**src/logic/tca_text_color_attr_fix.sv**
```systemverilog
// Spare design file slot; carries no logic of its own

```
**src/logic/tca_pkg.sv**
```systemverilog
// Package: register map, reset values and depth codes for the text color attribute bank
package tca_pkg;
  // ==========================================
  // Register byte addresses
  localparam logic [7:0] ADDR_RSVD_A0 = 8'hce;
  localparam logic [7:0] ADDR_RSVD_A1 = 8'hcf;
  localparam logic [7:0] ADDR_LINE_GAP = 8'hd0;
  localparam logic [7:0] ADDR_CHAR_SPACING = 8'hd1;
  localparam logic [7:0] ADDR_FORE_RED = 8'hd2;
  localparam logic [7:0] ADDR_FORE_GREEN = 8'hd3;
  localparam logic [7:0] ADDR_FORE_BLUE = 8'hd4;
  localparam logic [7:0] ADDR_BACK_RED = 8'hd5;
  localparam logic [7:0] ADDR_BACK_GREEN = 8'hd6;
  localparam logic [7:0] ADDR_BACK_BLUE = 8'hd7;
  localparam logic [7:0] ADDR_RSVD_B0 = 8'hd8;
  localparam logic [7:0] ADDR_RSVD_B1 = 8'hd9;
  localparam logic [7:0] ADDR_RSVD_B2 = 8'hda;
  localparam logic [7:0] ADDR_GLYPH_START0 = 8'hdb;
  localparam logic [7:0] ADDR_GLYPH_START1 = 8'hdc;
  localparam logic [7:0] ADDR_GLYPH_START2 = 8'hdd;
  localparam logic [7:0] ADDR_GLYPH_START3 = 8'hde;
  localparam logic [7:0] ADDR_ATTR_STATUS = 8'he8;

  // ==========================================
  // Field widths and positions
  localparam int LINE_GAP_W = 5;
  localparam int CHAR_SPACING_W = 6;
  localparam int STATUS_BUSY_BIT = 0;
  localparam int STATUS_VIOL_BIT = 1;

  // ==========================================
  // Reset values
  localparam logic [7:0] FORE_RESET = 8'hff;
  localparam logic [7:0] BACK_RESET = 8'h00;
  localparam logic [7:0] REG_ZERO = 8'h00;

  // ==========================================
  // Color depth codes
  typedef enum logic [1:0] {
    TCA_DEPTH_8 = 2'h0,
    TCA_DEPTH_16 = 2'h1,
    TCA_DEPTH_24 = 2'h2
  } tca_depth_e;
endpackage : tca_pkg

```
**src/logic/tca_color_pack.sv**
```systemverilog
// Packs one red, green, blue byte triple into the pixel word of the selected depth
`timescale 1ns/1ps
module tca_color_pack
  import tca_pkg::*;
(
  input wire logic [1:0] depth,
  input wire logic [7:0] red,
  input wire logic [7:0] green,
  input wire logic [7:0] blue,
  output logic [23:0] packed_color
);
  // ==========================================
  // Depth mapping
  always_comb begin
    unique case (depth)
      TCA_DEPTH_8: packed_color = {16'h0000, red[7:5], green[7:5], blue[7:6]};
      TCA_DEPTH_16: packed_color = {8'h00, red[7:3], green[7:2], blue[7:3]};
      TCA_DEPTH_24: packed_color = {red, green, blue};
      default: packed_color = {red, green, blue};
    endcase
  end
endmodule : tca_color_pack

```
**src/logic/tca_text_color_attr.sv**
```systemverilog
// Text engine color and spacing attribute registers with background fill pixel selector
//
// Contract
// A five-bit line gap in pixels is held and offered for rows inserted at window wrap.
// A six-bit character spacing is held, code n meaning n pixels after each character.
// Gap and spacing pixels take the background color and their counts are never scaled.
// Red bytes map to bits 7:5, 7:3 or 7:0 at 8, 16 or 24 bits per pixel.
// Green bytes map to bits 7:5, 7:2 or 7:0 at 8, 16 or 24 bits per pixel.
// Blue bytes map to bits 7:6, 7:3 or 7:0 at 8, 16 or 24 bits per pixel.
// Three foreground bytes feed drawing, text and expansion and reset to all ones.
// Three background bytes feed text and expansion and reset to zero.
// Software should never set background equal to foreground.
// The glyph memory start address is 32 bits from four upward byte registers, reset zero.
// Software lays out glyph data and the engine fetches from the start address.
// Attributes are changed only while the engine busy flag is low; a write while busy still lands and sets the violation flag.
// Reserved addresses and unused line gap bits read zero and ignore writes.
// With chroma key set background pixels keep the canvas, else they get background color.
// The top address byte sits at the address right after the third byte.
`timescale 1ns/1ps
module tca_text_color_attr
  import tca_pkg::*;
(
  input wire logic mclk,
  input wire logic rst_n,
  input wire logic [7:0] reg_addr,
  input wire logic [7:0] reg_wdata,
  input wire logic reg_wr,
  input wire logic reg_rd,
  output logic [7:0] reg_rdata,
  input wire logic engine_busy,
  input wire logic [1:0] color_depth,
  input wire logic chroma_key_en,
  input wire logic px_valid,
  input wire logic px_is_space,
  input wire logic px_glyph_bit,
  output logic px_out_valid,
  output logic px_out_write,
  output logic [23:0] px_out_color,
  output logic [LINE_GAP_W-1:0] line_gap,
  output logic [CHAR_SPACING_W-1:0] char_spacing,
  output logic [23:0] fore_color,
  output logic [23:0] back_color,
  output logic [31:0] glyph_start_address
);
  // ==========================================
  // Register state
  logic [LINE_GAP_W-1:0] line_gap_q, line_gap_d;
  logic [7:0] spacing_q, spacing_d;
  logic [7:0] fore_red_q, fore_red_d;
  logic [7:0] fore_green_q, fore_green_d;
  logic [7:0] fore_blue_q, fore_blue_d;
  logic [7:0] back_red_q, back_red_d;
  logic [7:0] back_green_q, back_green_d;
  logic [7:0] back_blue_q, back_blue_d;
  logic [31:0] glyph_q, glyph_d;
  logic viol_q, viol_d;
  logic [7:0] rdata_q, rdata_d;
  logic attr_write;

  // Attribute register writes checked against the busy flag; writes still land while busy
  always_comb begin
    attr_write = reg_wr && (reg_addr >= ADDR_LINE_GAP) && (reg_addr <= ADDR_BACK_BLUE);
  end

  always_comb begin
    line_gap_d = line_gap_q;
    spacing_d = spacing_q;
    fore_red_d = fore_red_q;
    fore_green_d = fore_green_q;
    fore_blue_d = fore_blue_q;
    back_red_d = back_red_q;
    back_green_d = back_green_q;
    back_blue_d = back_blue_q;
    glyph_d = glyph_q;
    viol_d = viol_q;
    if (reg_wr) begin
      unique case (reg_addr)
        ADDR_LINE_GAP: line_gap_d = reg_wdata[LINE_GAP_W-1:0];
        ADDR_CHAR_SPACING: spacing_d = reg_wdata;
        ADDR_FORE_RED: fore_red_d = reg_wdata;
        ADDR_FORE_GREEN: fore_green_d = reg_wdata;
        ADDR_FORE_BLUE: fore_blue_d = reg_wdata;
        ADDR_BACK_RED: back_red_d = reg_wdata;
        ADDR_BACK_GREEN: back_green_d = reg_wdata;
        ADDR_BACK_BLUE: back_blue_d = reg_wdata;
        ADDR_GLYPH_START0: glyph_d[7:0] = reg_wdata;
        ADDR_GLYPH_START1: glyph_d[15:8] = reg_wdata;
        ADDR_GLYPH_START2: glyph_d[23:16] = reg_wdata;
        ADDR_GLYPH_START3: glyph_d[31:24] = reg_wdata;
        ADDR_ATTR_STATUS: begin
          if (reg_wdata[STATUS_VIOL_BIT]) begin
            viol_d = 1'b0;
          end
        end
        default: begin
        end
      endcase
    end
    // Late change flagged; a fresh event beats the clear
    if (attr_write && engine_busy) begin
      viol_d = 1'b1;
    end
  end

  // ==========================================
  // Read path
  always_comb begin
    rdata_d = REG_ZERO;
    if (reg_rd) begin
      unique case (reg_addr)
        ADDR_LINE_GAP: rdata_d = {{(8-LINE_GAP_W){1'b0}}, line_gap_q};
        ADDR_CHAR_SPACING: rdata_d = spacing_q;
        ADDR_FORE_RED: rdata_d = fore_red_q;
        ADDR_FORE_GREEN: rdata_d = fore_green_q;
        ADDR_FORE_BLUE: rdata_d = fore_blue_q;
        ADDR_BACK_RED: rdata_d = back_red_q;
        ADDR_BACK_GREEN: rdata_d = back_green_q;
        ADDR_BACK_BLUE: rdata_d = back_blue_q;
        ADDR_GLYPH_START0: rdata_d = glyph_q[7:0];
        ADDR_GLYPH_START1: rdata_d = glyph_q[15:8];
        ADDR_GLYPH_START2: rdata_d = glyph_q[23:16];
        ADDR_GLYPH_START3: rdata_d = glyph_q[31:24];
        ADDR_ATTR_STATUS: begin
          rdata_d[STATUS_BUSY_BIT] = engine_busy;
          rdata_d[STATUS_VIOL_BIT] = viol_q;
        end
        default: rdata_d = REG_ZERO;
      endcase
    end
  end

  always_ff @(posedge mclk or negedge rst_n) begin
    if (!rst_n) begin
      line_gap_q <= '0;
      spacing_q <= REG_ZERO;
      fore_red_q <= FORE_RESET;
      fore_green_q <= FORE_RESET;
      fore_blue_q <= FORE_RESET;
      back_red_q <= BACK_RESET;
      back_green_q <= BACK_RESET;
      back_blue_q <= BACK_RESET;
      glyph_q <= '0;
      viol_q <= 1'b0;
      rdata_q <= REG_ZERO;
    end else begin
      line_gap_q <= line_gap_d;
      spacing_q <= spacing_d;
      fore_red_q <= fore_red_d;
      fore_green_q <= fore_green_d;
      fore_blue_q <= fore_blue_d;
      back_red_q <= back_red_d;
      back_green_q <= back_green_d;
      back_blue_q <= back_blue_d;
      glyph_q <= glyph_d;
      viol_q <= viol_d;
      rdata_q <= rdata_d;
    end
  end

  // ==========================================
  // Depth packing
  logic [23:0] fore_packed;
  logic [23:0] back_packed;

  tca_color_pack u_fore_pack (
    .depth(color_depth),
    .red(fore_red_q),
    .green(fore_green_q),
    .blue(fore_blue_q),
    .packed_color(fore_packed)
  );

  tca_color_pack u_back_pack (
    .depth(color_depth),
    .red(back_red_q),
    .green(back_green_q),
    .blue(back_blue_q),
    .packed_color(back_packed)
  );

  // ==========================================
  // Pixel selector
  logic px_valid_q, px_valid_d;
  logic px_write_q, px_write_d;
  logic [23:0] px_color_q, px_color_d;
  logic px_is_back;

  always_comb begin
    px_is_back = px_is_space || !px_glyph_bit;
    px_valid_d = px_valid;
    px_write_d = 1'b0;
    px_color_d = px_color_q;
    if (px_valid) begin
      px_color_d = px_is_back ? back_packed : fore_packed;
      px_write_d = !(px_is_back && chroma_key_en);
    end
  end

  always_ff @(posedge mclk or negedge rst_n) begin
    if (!rst_n) begin
      px_valid_q <= 1'b0;
      px_write_q <= 1'b0;
      px_color_q <= '0;
    end else begin
      px_valid_q <= px_valid_d;
      px_write_q <= px_write_d;
      px_color_q <= px_color_d;
    end
  end

  // ==========================================
  // Outputs
  assign reg_rdata = rdata_q;
  assign px_out_valid = px_valid_q;
  assign px_out_write = px_write_q;
  assign px_out_color = px_color_q;
  // Raw pixel counts, never multiplied by enlargement
  assign line_gap = line_gap_q;
  assign char_spacing = spacing_q[CHAR_SPACING_W-1:0];
  assign fore_color = fore_packed;
  assign back_color = back_packed;
  assign glyph_start_address = glyph_q;

  // ==========================================
  // Assertions
  logic back_touched_q;
  always_ff @(posedge mclk or negedge rst_n) begin
    if (!rst_n) begin
      back_touched_q <= 1'b0;
    end else if (reg_wr && (reg_addr >= ADDR_BACK_RED) && (reg_addr <= ADDR_BACK_BLUE)) begin
      back_touched_q <= 1'b1;
    end
  end
endmodule : tca_text_color_attr

```
**config.mk**
```make
export PLATFORM = sky130hd
export DESIGN_NAME = tca_text_color_attr
export DESIGN_NICKNAME = d
export VERILOG_FILES = /design/src/logic/tca_text_color_attr_fix.sv /design/src/logic/tca_pkg.sv /design/src/logic/tca_color_pack.sv /design/src/logic/tca_text_color_attr.sv
export SDC_FILE = /design/constraint.sdc
export NUM_CORES = 1
export LEC_CHECK = 0
export ABC_AREA = 1
export ABC_CLOCK_PERIOD_IN_PS = 1300
export BUFFER_PORTS_ARGS = -buffer_cell sky130_fd_sc_hd__buf_2
export CORE_ASPECT_RATIO = 1.25
export CORE_MARGIN = 5
export CORE_UTILIZATION = 23
export DETAILED_ROUTE_END_ITERATION = 10
export PLACE_DENSITY = 0.52
export SYNTH_ARGS = -nofsm -noshare
export SYNTH_HDL_FRONTEND = slang
export SYNTH_SLANG_ARGS = --single-unit
```
**constraint.sdc**
```tcl
create_clock -name mclk -period 1.3 [get_ports mclk]
set_input_delay 0.13 -clock mclk [delete_from_list [all_inputs] [get_ports mclk]]
set_output_delay 0.13 -clock mclk [all_outputs]
set_load 0.05 [all_outputs]
```
# Yosys cells after proc, flatten, opt, wreduce, memory -nomap -nowiden
# Cells that the tools add are included.
# word_totals
regBits	128
inputBits	27
output_inout_bits	125
# classes
n_lt_le_gt_ge	2
eq_ne	14
n_mux	11
n_reduce_logical	24
# ops
op	n
$eq 8x8->1 const B	13
$pmux 24 s2	2
$pmux 6 s12	1
$pmux 2 s13	1
$mux 24	1
$reduce_and 2->1	12
$ge 8x8->1 const B	1
$le 8x8->1 const B	1
$mux 8	1
$reduce_bool 2->1	3
$mux 1	5
$logic_and 1x1->1	4
$reduce_and 3->1	1
$eq 2x1->1 const B	1
$logic_not 1->1	2
$logic_not 2->1	1
$logic_or 1x1->1	1

# Depth between registers and ports, before layout
# Gate-level depths: netlist of the first run.
# logic_depth
depth_word	6
mapped_depth	11
mapped_depth_nobuf	9

# Cells and area by module
# A second synthesis of the first run with hierarchy kept.
# hier_totals
hier_cells	866
area_unflattened_um2	6891.6
# by_module_without_submodules
mod	instances	cells_each	area_per_inst_um2
tca_text_color_attr	1	710	6223.5
tca_color_pack	2	78	334.1

# Worst setup path before layout of the first run
# OpenSTA, ideal clock, no wires.
# synth_timing
path_type	reg-to-reg
start	register fore_green_q[7]
end	register px_color_q[10], in the netlist px_out_color[10]
arrival_time_ns	2.012
slack_ns	-0.795
stages_incl_launch_ff	5
n_path_buf	0
period_less_slack_ns	2.095
path_cell_list	dfstp_2 inv_1 o21ai_0 nand2_1 a31oi_1
# synth_between
elab_chain_len	2
# synth_rtl
element	line	rtl
from (decl)	tca_text_color_attr.sv:50	logic [7:0] fore_green_q, fore_green_d;
from (signal assigned)	tca_text_color_attr.sv:149	fore_green_q <= fore_green_d;
$pmux 24 s2	tca_color_pack.sv:15	unique case (depth)
net fore_color[10]	tca_text_color_attr.sv:41	output logic [23:0] fore_color,
$mux 24	tca_text_color_attr.sv:194	px_color_d = px_is_back ? back_packed : fore_packed;
to (signal assigned)	tca_text_color_attr.sv:207	px_color_q <= px_color_d;
to (decl)	tca_text_color_attr.sv:185	logic [23:0] px_color_q, px_color_d;
# The timed path passes the listed nets, and every way through them passes these cells.
# A chain may end at the register's enable or synchronous reset.

# Final worst setup path of the first run
# layout_timing
start	register fore_green_q[4]
end	output fore_color[7]
# layout_between
elab_chain_len	1
# layout_rtl
element	line
$pmux 24 s2	tca_color_pack.sv:15
to (decl)	tca_text_color_attr.sv:41
# No other way between the ends.

==> run_results.csv, run 1 <==
group,metric,value,unit
finish,nFillCells,3064,
synthesis,synth_nets,877,
setup_path,crit_start,"fore_green_q[4]",
power_and_ir_drop,pwr-share-comb,0.213,
sta,slew_headroom,0.552,
synthesis,synth_seq_cells,128,
finish,layoutNonFillerInstCount,1512,
setup_path,startpoint_type,"flop",
grt,grt_antenna_before_repair,3,
synthesis,synth_edf_count,0,
power_and_ir_drop,seqPwrFrac,0.382,
placed_design,placed_area,0.00849,mm^2
setup_path,crit_required,1.17,ns
sta,finalSetupViolations,43,
grt,grt_max_degree,51,
setup_path,critPathKind,"reg2out",
power_and_ir_drop,switching_share,0.332,
power_and_ir_drop,cellPowerDensity,1110,mW/mm^2
finish,drive_gt1_frac,0.468,
floorplanning,initial_core_util,0.232,
finish,area_delta_synth_final,50.4,%
power_and_ir_drop,ir_drop,0.630,mV
sta,finClkSkew,0.00872,ns
setup_path,crit_slowest_cell,"dfstp_2",
setup_path,crit_fanout,2,
flow_run,max-cap-violations,0,
grt,grt_pass1_vias,6913,
synthesis,synth_top_flop_cell,"dfrtp_1",
sta,slew_viol_final,0,
clock_network,h-tree-depth,4,
floorplanning,dieArea,0.0340,mm^2
route,drt-initial-drc-count,592,
synthesis,ys_top_cells_by_area,"dfrtp_1 37%, nand2_1 14%, dfstp_2 9.0%, nand3_1 7.6%, o21ai_1 4.2%",
synthesis,syn_avg_cell_area,8.23,um^2
route,wl_per_cell,17.8,um
finish,antennaDiodeCount,0,
synthesis,syn_inst,850,
floorplanning,rows,71,
power_and_ir_drop,p_int,7.77,mW
placed_design,dp_hpwl,19.5,mm
sta,setup_tns,-7.13,ns
synthesis,synth-seq-area-share,0.462,
run_status,outcome,"complete, but fails checks",
placed_design,routabilityCongestion,0.888,
route,drtPass1Iterations,5,
sta,fmaxAchievable,600,MHz
clock_network,cts_tree,"built",
route,via_count,6870,
synthesis,yosysMostFrequentCell,"nand2_1",
synthesis,netlist_area,0.00700,mm^2
run_status,failed_checks,"setup timing",
finish,fin_area,0.0105,mm^2
setup_path,regToRegStartpoint,"fore_green_q[4]",
sta,fin_ws,-0.368,ns
placed_design,numPortBuffers,151,
power_and_ir_drop,p_total,11.6,mW
setup_path,r2r-end,"px_out_color[7]",
route,antenna_left,0,
setup_path,ff2ff_setup_slack,0,ns
clock_network,clk_pin_slew,0.06,ns
sta,hold_violations,0,
clock_network,cts.sinks,128,
route,via_per_inst,4.54,
floorplanning,die_height,205,um
placed_design,dp.cells,1401,
sta,final.min_clock_period,1.67,ns
clock_network,clock_latency,0.43,ns
setup_path,end_kind,"primary output",
setup_path,path_cells,"inv_2 -> o211ai_1 -> buf_4",
clock_network,cts_buffer_depth,2,
power_and_ir_drop,power_leakage,5.11,nW
sta,timing.final.crit_share,1.28,
grt,gr-usage-all-layers,0.157,
finish,fin_nets,1125,
synthesis,synthDistinctLibCells,32,
synthesis,synth_common_cells,"265 x nand2_1, 106 x nand3_1, 104 x dfrtp_1, 59 x o21ai_1, 58 x nor2_1",
route,wirelength,26.9,mm
synthesis,async_flop_share,1.00,
sta,rsz0062_at_grt,"yes",
finish,regArea,0.00325,mm^2
floorplanning,core,0.0301,mm^2
hold_path,hold_class,"in2reg",
route,drc,0,
grt,grt-ovfl-total,0,
setup_path,cp-endpoint,"fore_color[7]",
sta,tightest_slew,0.672,ns
setup_path,r2r_cells,5,
finish,multi_input_area,0.00360,mm^2
floorplanning,io_pins,152,
clock_network,cts_root_buf,"clkbuf_16",
sta,hold_ws,0.0284,ns
floorplanning,die_w,166,um
synthesis,yosysWarnings,0,
power_and_ir_drop,p_clk_frac,0.405,
grt,grt_pass1_wl,41.2,mm
setup_path,cpPeakStageDelay,0.53,ns
synthesis,synth_top_cell_by_area,"dfrtp_1",
synthesis,netlist.area_leader.share,0.372,
clock_network,numCtsBuffers,17,
setup_path,arrival,1.54,ns
power_and_ir_drop,switching_power,3.86,mW
## critical path, delay by kind of cell (launching register included)
kind / cells / cell delay, ns
AOI/OAI and AO/OA: 1 / 0.28
DFF: 1 / 0.53
buffers and inverters: 2 / 0.31
## kinds of logic after synthesis
group / after synthesis / synth area share
compound gates: 143 / 0.127
buf+inv: 109 / 0.0905
flops: 128 / 0.462
mux: 1 / 0.00161
simple gates: 469 / 0.319
## sequential cells by signal (all words and copies together) (netlist names)
register / cells
glyph_start_address: 32
px_out_color: 24
back_blue_q: 8
back_green_q: 8
back_red_q: 8
fore_blue_q: 8
fore_green_q: 8
fore_red_q: 8
reg_rdata: 8
spacing_q: 8
line_gap: 5
px_out_valid: 1
px_out_write: 1
viol_q: 1
## layout make-up
type	instances	area share
inverter	58	0.0221
sequential	128	0.308
tap	401	0.0477
multi-input combinational	613	0.342
clock buffer	18	0.0417
timing repair buffer	280	0.226
clock inverter	14	0.0125
## per-stage QoR
step / utilization / setup WS, ns
2_1_floorplan: - / -0.411
3_3_place_gp: 0.282 / -0.117
3_5_place_dp: 0.282 / -0.122
4_1_cts: 0.339 / -0.404
5_1_grt: 0.349 / -0.412
6_report: 0.349 / -0.368
## how the worst min path moves through the flow
stage                     startpoint        endpoint  slack [ns]  cells past startpoint
after detailed placement       rst_n   back_red_q[7]        0.07                      1
after floorplan                rst_n  back_blue_q[0]       -0.17                      0
after global routing          reg_rd    reg_rdata[2]        0.04                      3
after global placement         rst_n   back_red_q[7]        0.08                      1
final                         reg_rd    reg_rdata[7]        0.03                      3
after CTS                     reg_rd    reg_rdata[7]        0.01                      3
## layer usage
layer / track usage / vias to the layer above / wire length, um
li1: - / 3306 / -
met1: 0.199 / 3275 / 11800
met2: 0.268 / 242 / 13100
met3: 0.0351 / 41 / 1470
met4: 0.0489 / 6 / 563
met5: 0 / - / 34
## power by group through the flow
stage / clock [mW] / combinational (mW) / sequential, mW
floorplan: 0 / 0.945 / 4.84
global placement: 0 / 1.99 / 4.51
detailed placement: 0 / 2.01 / 4.51
CTS: 4.79 / 2.41 / 4.43
global route: 4.96 / 2.63 / 4.47
finish: 4.71 / 2.48 / 4.44
## cells in the final DEF, fill, tap and decap left out, types with 6 or more instances in the layout
master         count
nor2_2             6
buf_12            13
inv_4              6
dlygate4sd3_1      9
dfrtp_2           10
nor2_4            11
o21ai_1           54
a31oi_1           24
dfstp_2           24
clkbuf_16         17
nor2_1            53
nand2_2           45
buf_8             25
o21ai_0           10
o21ai_4           10
buf_6             37
buf_2             96
nand3_2            7
nand3_1           92
o21ai_2           28
inv_1             20
dfrtp_1           94
nand2_4           11
nand3_4           18
inv_2             32
nand2_1          221
buf_4             99
## repair_timing
action                     CTS  global route
hold endpoints to repair   127             0
pin swaps                   35            21
gates resized for setup    210            62
setup endpoints to repair   53            55
hold buffers                 9             0
cloned                       0             0
setup buffers               57            19
No activity file was read; power rests on OpenSTA's default activity.
==> run 2, diff against run 1 <==
--- a/config.mk
+++ b/config.mk
@@ -8,11 +8,14 @@
 export ABC_AREA = 1
 export ABC_CLOCK_PERIOD_IN_PS = 1300
 export BUFFER_PORTS_ARGS = -buffer_cell sky130_fd_sc_hd__buf_2
+export CAP_MARGIN = 15
 export CORE_ASPECT_RATIO = 1.25
 export CORE_MARGIN = 5
 export CORE_UTILIZATION = 23
+export CTS_CLUSTER_SIZE = 25
 export DETAILED_ROUTE_END_ITERATION = 10
 export PLACE_DENSITY = 0.52
+export RECOVER_POWER = 50
 export SYNTH_ARGS = -nofsm -noshare
 export SYNTH_HDL_FRONTEND = slang
 export SYNTH_SLANG_ARGS = --single-unit
==> run 2 against run 1 <==
Net effect:
- the run still ends with setup timing left
- utilization down 0.47 points
- critical path depth unchanged
- worst hold slack better by 0.0027 ns
- clock skew about the same
- global-route usage unchanged
- final cell count unchanged
==> run_results.csv, run 2 (synthesis results as in run 1) <==
group,metric,value,unit
grt,grt_max_degree,51,
floorplanning,die_height,205,um
sta,slew_viol_final,0,
finish,drive_gt1_frac,0.464,
floorplanning,core,0.0301,mm^2
sta,finalSetupViolations,83,
route,wirelength,26.9,mm
route,antenna_left,0,
setup_path,ff2ff_setup_slack,-0.01,ns
clock_network,cts_buffer_depth,2,
setup_path,critPathKind,"reg2out",
route,drc,0,
power_and_ir_drop,p_int,7.74,mW
sta,hold_violations,0,
sta,fin_ws,-0.366,ns
placed_design,numPortBuffers,151,
placed_design,routabilityCongestion,0.888,
power_and_ir_drop,switching_power,3.84,mW
power_and_ir_drop,pwr-share-comb,0.210,
route,drtPass1Iterations,7,
power_and_ir_drop,ir_drop,0.624,mV
power_and_ir_drop,cellPowerDensity,1120,mW/mm^2
setup_path,crit_start,"fore_green_q[4]",
power_and_ir_drop,power_leakage,5.03,nW
route,wl_per_cell,17.8,um
hold_path,hold_class,"in2reg",
floorplanning,initial_core_util,0.232,
route,drt-initial-drc-count,617,
route,via_count,6859,
hold_path,min_from,"reg_rd",
sta,finClkSkew,0.00921,ns
setup_path,crit_required,1.17,ns
sta,rsz0062_at_grt,"yes",
setup_path,end_kind,"primary output",
sta,tightest_slew,0.985,ns
floorplanning,dieArea,0.0340,mm^2
finish,fin_nets,1125,
floorplanning,die_w,166,um
placed_design,place_ws,-0.122,ns
placed_design,dp_hpwl,19.5,mm
finish,final_cell_mix,"222 x nand2_1, 96 x buf_2, 96 x buf_4",
sta,setup_tns,-10.41,ns
setup_path,r2r_cells,5,
grt,grt-ovfl-total,0,
setup_path,startpoint_type,"flop",
finish,largest_reg_flops,32,
clock_network,numCtsBuffers,17,
sta,fmaxAchievable,600,MHz
flow_run,max-cap-violations,0,
clock_network,clock_latency,0.43,ns
floorplanning,rows,71,
clock_network,clk_pin_slew,0.06,ns
sta,timing.final.crit_share,1.28,
setup_path,crit_fanout,2,
grt,grt_antenna_before_repair,3,
setup_path,r2r-end,"px_out_color[7]",
sta,final.min_clock_period,1.67,ns
finish,final_common_cell,"nand2_1",
route,via_per_inst,4.54,
grt,grt_pass1_wl,41.2,mm
finish,area_delta_synth_final,48.4,%
grt,gr-usage-all-layers,0.157,
power_and_ir_drop,switching_share,0.331,
run_status,failed_checks,"setup timing",
clock_network,cts.sinks,128,
setup_path,cp-endpoint,"fore_color[7]",
clock_network,cts_root_buf,"clkbuf_16",
clock_network,h-tree-depth,4,
finish,antennaDiodeCount,0,
power_and_ir_drop,p_clk_frac,0.406,
floorplanning,io_pins,152,
run_status,outcome,"complete, but fails checks",
power_and_ir_drop,seqPwrFrac,0.383,
setup_path,arrival,1.54,ns
grt,grt_pass1_vias,6913,
sta,slew_headroom,0.344,
clock_network,cts_tree,"built",
setup_path,regToRegStartpoint,"fore_green_q[4]",
[run 2: cell types whose count changed in the layout (fill, tap and decap cells not counted), moves of 2 or more]
cell / before / now
buf_12: 13 / 7
clkbuf_2: 0 / 4
buf_4: 99 / 96
clkbuf_4: 1 / 4
nor2_2: 6 / 9
inv_1: 20 / 22
inv_2: 32 / 30
nand3_2: 7 / 9
nand3_4: 18 / 16
nor2_8: 3 / 1
[run 2: per-layer routing]
metal,GRT usage,wire (um),vias to the layer above
met2,0.268,13100,238
li1,-,-,3301
met1,0.199,11800,3273
met3,0.0351,1440,41
met5,0,34,-
met4,0.0489,571,6
[run 2: worst min-delay path by stage]
stage               cells past startpoint             end
global placement                        1   back_red_q[7]
floorplan                               0  back_blue_q[0]
finish                                  3    reg_rdata[7]
detailed placement                      1   back_red_q[7]
global route                            3    reg_rdata[2]
CTS                                     3    reg_rdata[7]
[run 2: through the flow]
step                      power, mW  instances  hold WS (ns)   util  area (um^2)
after floorplan                5.79        850        -0.166      -         7110
after CTS                      11.6       1499        0.0142  0.339        10200
after global routing           12.0       1512        0.0399  0.345        10400
final                          11.6       1512        0.0311  0.345        10400
after global placement         6.50       1401        0.0754  0.282         8490
after detailed placement       6.52       1401        0.0683  0.282         8490
[run 2: repair_timing]
action	in CTS	in global routing
gates resized for setup	210	62
pin swaps	35	21
endpoints found under the setup margin	53	55
setup buffers	57	19
hold endpoints to repair	127	0
hold buffers	9	0
[run 2: power by group through the flow]
stage	logic [mW]	registers, mW	clock network [mW]
after floorplan	0.945	4.84	0
after global placement	1.99	4.51	0
after detailed placement	2.01	4.51	0
after CTS	2.41	4.43	4.79
after global routing	2.59	4.46	4.96
final	2.44	4.44	4.70
[run 2: critical path, cell delays in order, from the launching register on]
cell and delay [ns]:
dfstp_2 0.53, inv_2 0.04, o211ai_1 0.28, buf_4 0.27
[run 2: layout make-up]
class,instances,area [um^2]
Fill cell,3081,19700
Multi-Input combinational cell,613,3540
Sequential cell,128,3250
Timing Repair Buffer,280,2290
Tap cell,401,502
Clock buffer,18,439
Inverter,58,233
Clock inverter,14,131
==> run 3, diff against run 2 <==
--- a/config.mk
+++ b/config.mk
@@ -7,14 +7,14 @@
 export LEC_CHECK = 0
 export ABC_AREA = 1
 export ABC_CLOCK_PERIOD_IN_PS = 1300
-export BUFFER_PORTS_ARGS = -buffer_cell sky130_fd_sc_hd__buf_2
 export CAP_MARGIN = 15
 export CORE_ASPECT_RATIO = 1.25
 export CORE_MARGIN = 5
 export CORE_UTILIZATION = 23
 export CTS_CLUSTER_SIZE = 25
 export DETAILED_ROUTE_END_ITERATION = 10
-export PLACE_DENSITY = 0.52
+export DONT_BUFFER_PORTS = 1
+export PLACE_DENSITY = 0.48
 export RECOVER_POWER = 50
 export SYNTH_ARGS = -nofsm -noshare
 export SYNTH_HDL_FRONTEND = slang
==> run 3 against run 2 <==
Net effect:
- the run ends with hold timing, setup timing left
- cell area rose by 0.24%
- die area stayed put
- utilization increased by 0.083 points
- critical path type unchanged
- critical endpoint unchanged
==> run_results.csv, run 3 (synthesis results as in run 1) <==
group,metric,value,unit
clock_network,clock_latency,0.42,ns
route,drtPass1Iterations,5,
flow_run,max-cap-violations,0,
setup_path,end_kind,"primary output",
sta,slew_viol_final,0,
sta,fmaxAchievable,592,MHz
finish,fin_area,0.0104,mm^2
power_and_ir_drop,p_clk_frac,0.443,
clock_network,numCtsBuffers,17,
finish,final_cell_mix,"227 x nand2_1, 156 x buf_4, 96 x dfrtp_1",
clock_network,cts.sinks,128,
sta,timing.final.crit_share,1.30,
route,wl_per_cell,18.1,um
sta,finClkSkew,0.00754,ns
finish,final_common_cell,"nand2_1",
sta,final.min_clock_period,1.69,ns
sta,finalSetupViolations,82,
finish,fin_nets,1084,
floorplanning,core,0.0301,mm^2
setup_path,crit_slowest_cell,"dfstp_2",
grt,grt-ovfl-total,0,
placed_design,dp.cells,1349,
power_and_ir_drop,cellPowerDensity,1170,mW/mm^2
floorplanning,rows,71,
grt,grt_pass1_vias,6716,
hold_path,hold_class,"in2async",
floorplanning,die_w,166,um
setup_path,arrival,1.56,ns
sta,hold_ws,-0.599,ns
clock_network,cts_tree,"built",
clock_network,cts_root_buf,"clkbuf_16",
route,wirelength,26.6,mm
power_and_ir_drop,p_total,12.2,mW
setup_path,critPathKind,"reg2out",
power_and_ir_drop,switching_share,0.295,
run_status,outcome,"complete, but fails checks",
finish,largest_reg_flops,32,
setup_path,cpPeakStageDelay,0.55,ns
route,drc,0,
grt,grt_pass1_wl,41.0,mm
route,antenna_left,0,
setup_path,crit_required,1.17,ns
grt,top_usage_layer,"met2",
grt,grt_max_degree,129,
route,drt-initial-drc-count,377,
grt,gr-usage-all-layers,0.157,
floorplanning,dieArea,0.0340,mm^2
floorplanning,initial_core_util,0.232,
sta,rsz0062_at_grt,"yes",
power_and_ir_drop,seqPwrFrac,0.364,
placed_design,numPortBuffers,0,
power_and_ir_drop,ir_drop,0.816,mV
clock_network,cts_buffer_depth,2,
placed_design,placed_area,0.00846,mm^2
finish,drive_gt1_frac,0.430,
clock_network,cts_hold_buf,15,
power_and_ir_drop,power_leakage,4.88,nW
sta,slew_headroom,0.554,
setup_path,crit_fanout,2,
finish,area_delta_synth_final,48.7,%
clock_network,h-tree-depth,4,
power_and_ir_drop,switching_power,3.59,mW
grt,grt_antenna_before_repair,0,
power_and_ir_drop,p_int,8.59,mW
sta,tightest_slew,0.668,ns
route,via_per_inst,4.54,
finish,post-route-util,0.346,
grt,grt_use_met3,0.0488,
setup_path,startpoint_type,"flop",
grt,use_met1,0.192,
run_status,failed_checks,"hold timing, setup timing",
setup_path,path_cells,"inv_2 -> o211ai_1 -> buf_4",
sta,hold_violations,135,
finish,antennaDiodeCount,0,
sta,fin_ws,-0.389,ns
finish,layoutNonFillerInstCount,1471,
placed_design,dp_hpwl,18.9,mm
placed_design,routabilityCongestion,0.858,
clock_network,clk_pin_slew,0.06,ns
route,via_count,6684,
floorplanning,die_height,205,um
power_and_ir_drop,pwr-share-comb,0.194,
grt,gr-usage-met2,0.268,
floorplanning,io_pins,152,
## run 3: changes by cell type in the layout (fill, tap and decap cells not counted), sizes merged
| cell | change |
|---|---|
| clkinv | -3 |
| buf | -40 |
| dlygate4sd3 | +4 |
| bufinv | +4 |
| inv | -3 |
| clkbuf | -3 |
## run 3: area by class of cell
type,instances,area [um^2]
flip-flops and latches,128,3240
multi-input cells,613,3540
repair buffers,239,2230
clock inverters,12,204
well taps,401,502
inverters,58,230
fillers,3085,19700
clock buffers,20,457
## run 3: power by group through the flow
stage	clock network, mW	registers, mW	logic, mW
after detailed placement	0	4.50	1.89
after floorplan	0	4.84	0.945
after CTS	5.50	4.42	2.28
after global placement	0	4.50	1.88
after global routing	5.68	4.45	2.49
final	5.39	4.43	2.36
## run 3: worst max-delay path, delay by kind of cell, from the launching register on
kind | cells | cell delay [ns]
DFF | 1 | 0.55
AOI/OAI and AO/OA | 1 | 0.28
buffers and inverters | 2 | 0.31
## run 3: worst paths after layout
| check | startpoint | end | slack, ns | cells past startpoint |
|---|---|---|---|---|
| max | fore_green_q[4] | fore_color[7] | -0.39 | 3 |
| max in group asynchronous | rst_n | fore_green_q[2] | 1.57 | 0 |
| min in group mclk | color_depth[1] | px_out_color[21] | -0.06 | 4 |
| min reg2reg | viol_q | viol_q | 0.50 | 2 |
| max reg2reg | fore_red_q[7] | px_out_color[15] | -0.02 | 7 |
| min | rst_n | px_out_color[22] | -0.60 | 0 |
## run 3: per-layer routing
| layer | wire, um | part of all wire |
|---|---|---|
| met1 | 10900 | 0.41 |
| met2 | 13200 | 0.50 |
| met3 | 2010 | 0.075 |
| met4 | 462 | 0.017 |
| met5 | 0 | 0 |
## run 3: timing repair
item | 4_1_cts | 5_1_grt
gates resized for setup | 137 | 56
cloned | 0 | 0
setup buffers | 52 | 27
pin swaps | 38 | 30
endpoints found under the hold margin | 235 | 134
endpoints found under the setup margin | 48 | 50
## run 3: metrics by stage
step	TNS (ns)	setup WS, ns	hold WS, ns
floorplan	-3.70	-0.411	-0.166
global placement	-0.0972	-0.0553	-0.159
detailed placement	-0.199	-0.0628	-0.158
CTS	-6.60	-0.408	-0.616
global route	-19.70	-0.431	-0.626
finish	-7.28	-0.389	-0.599
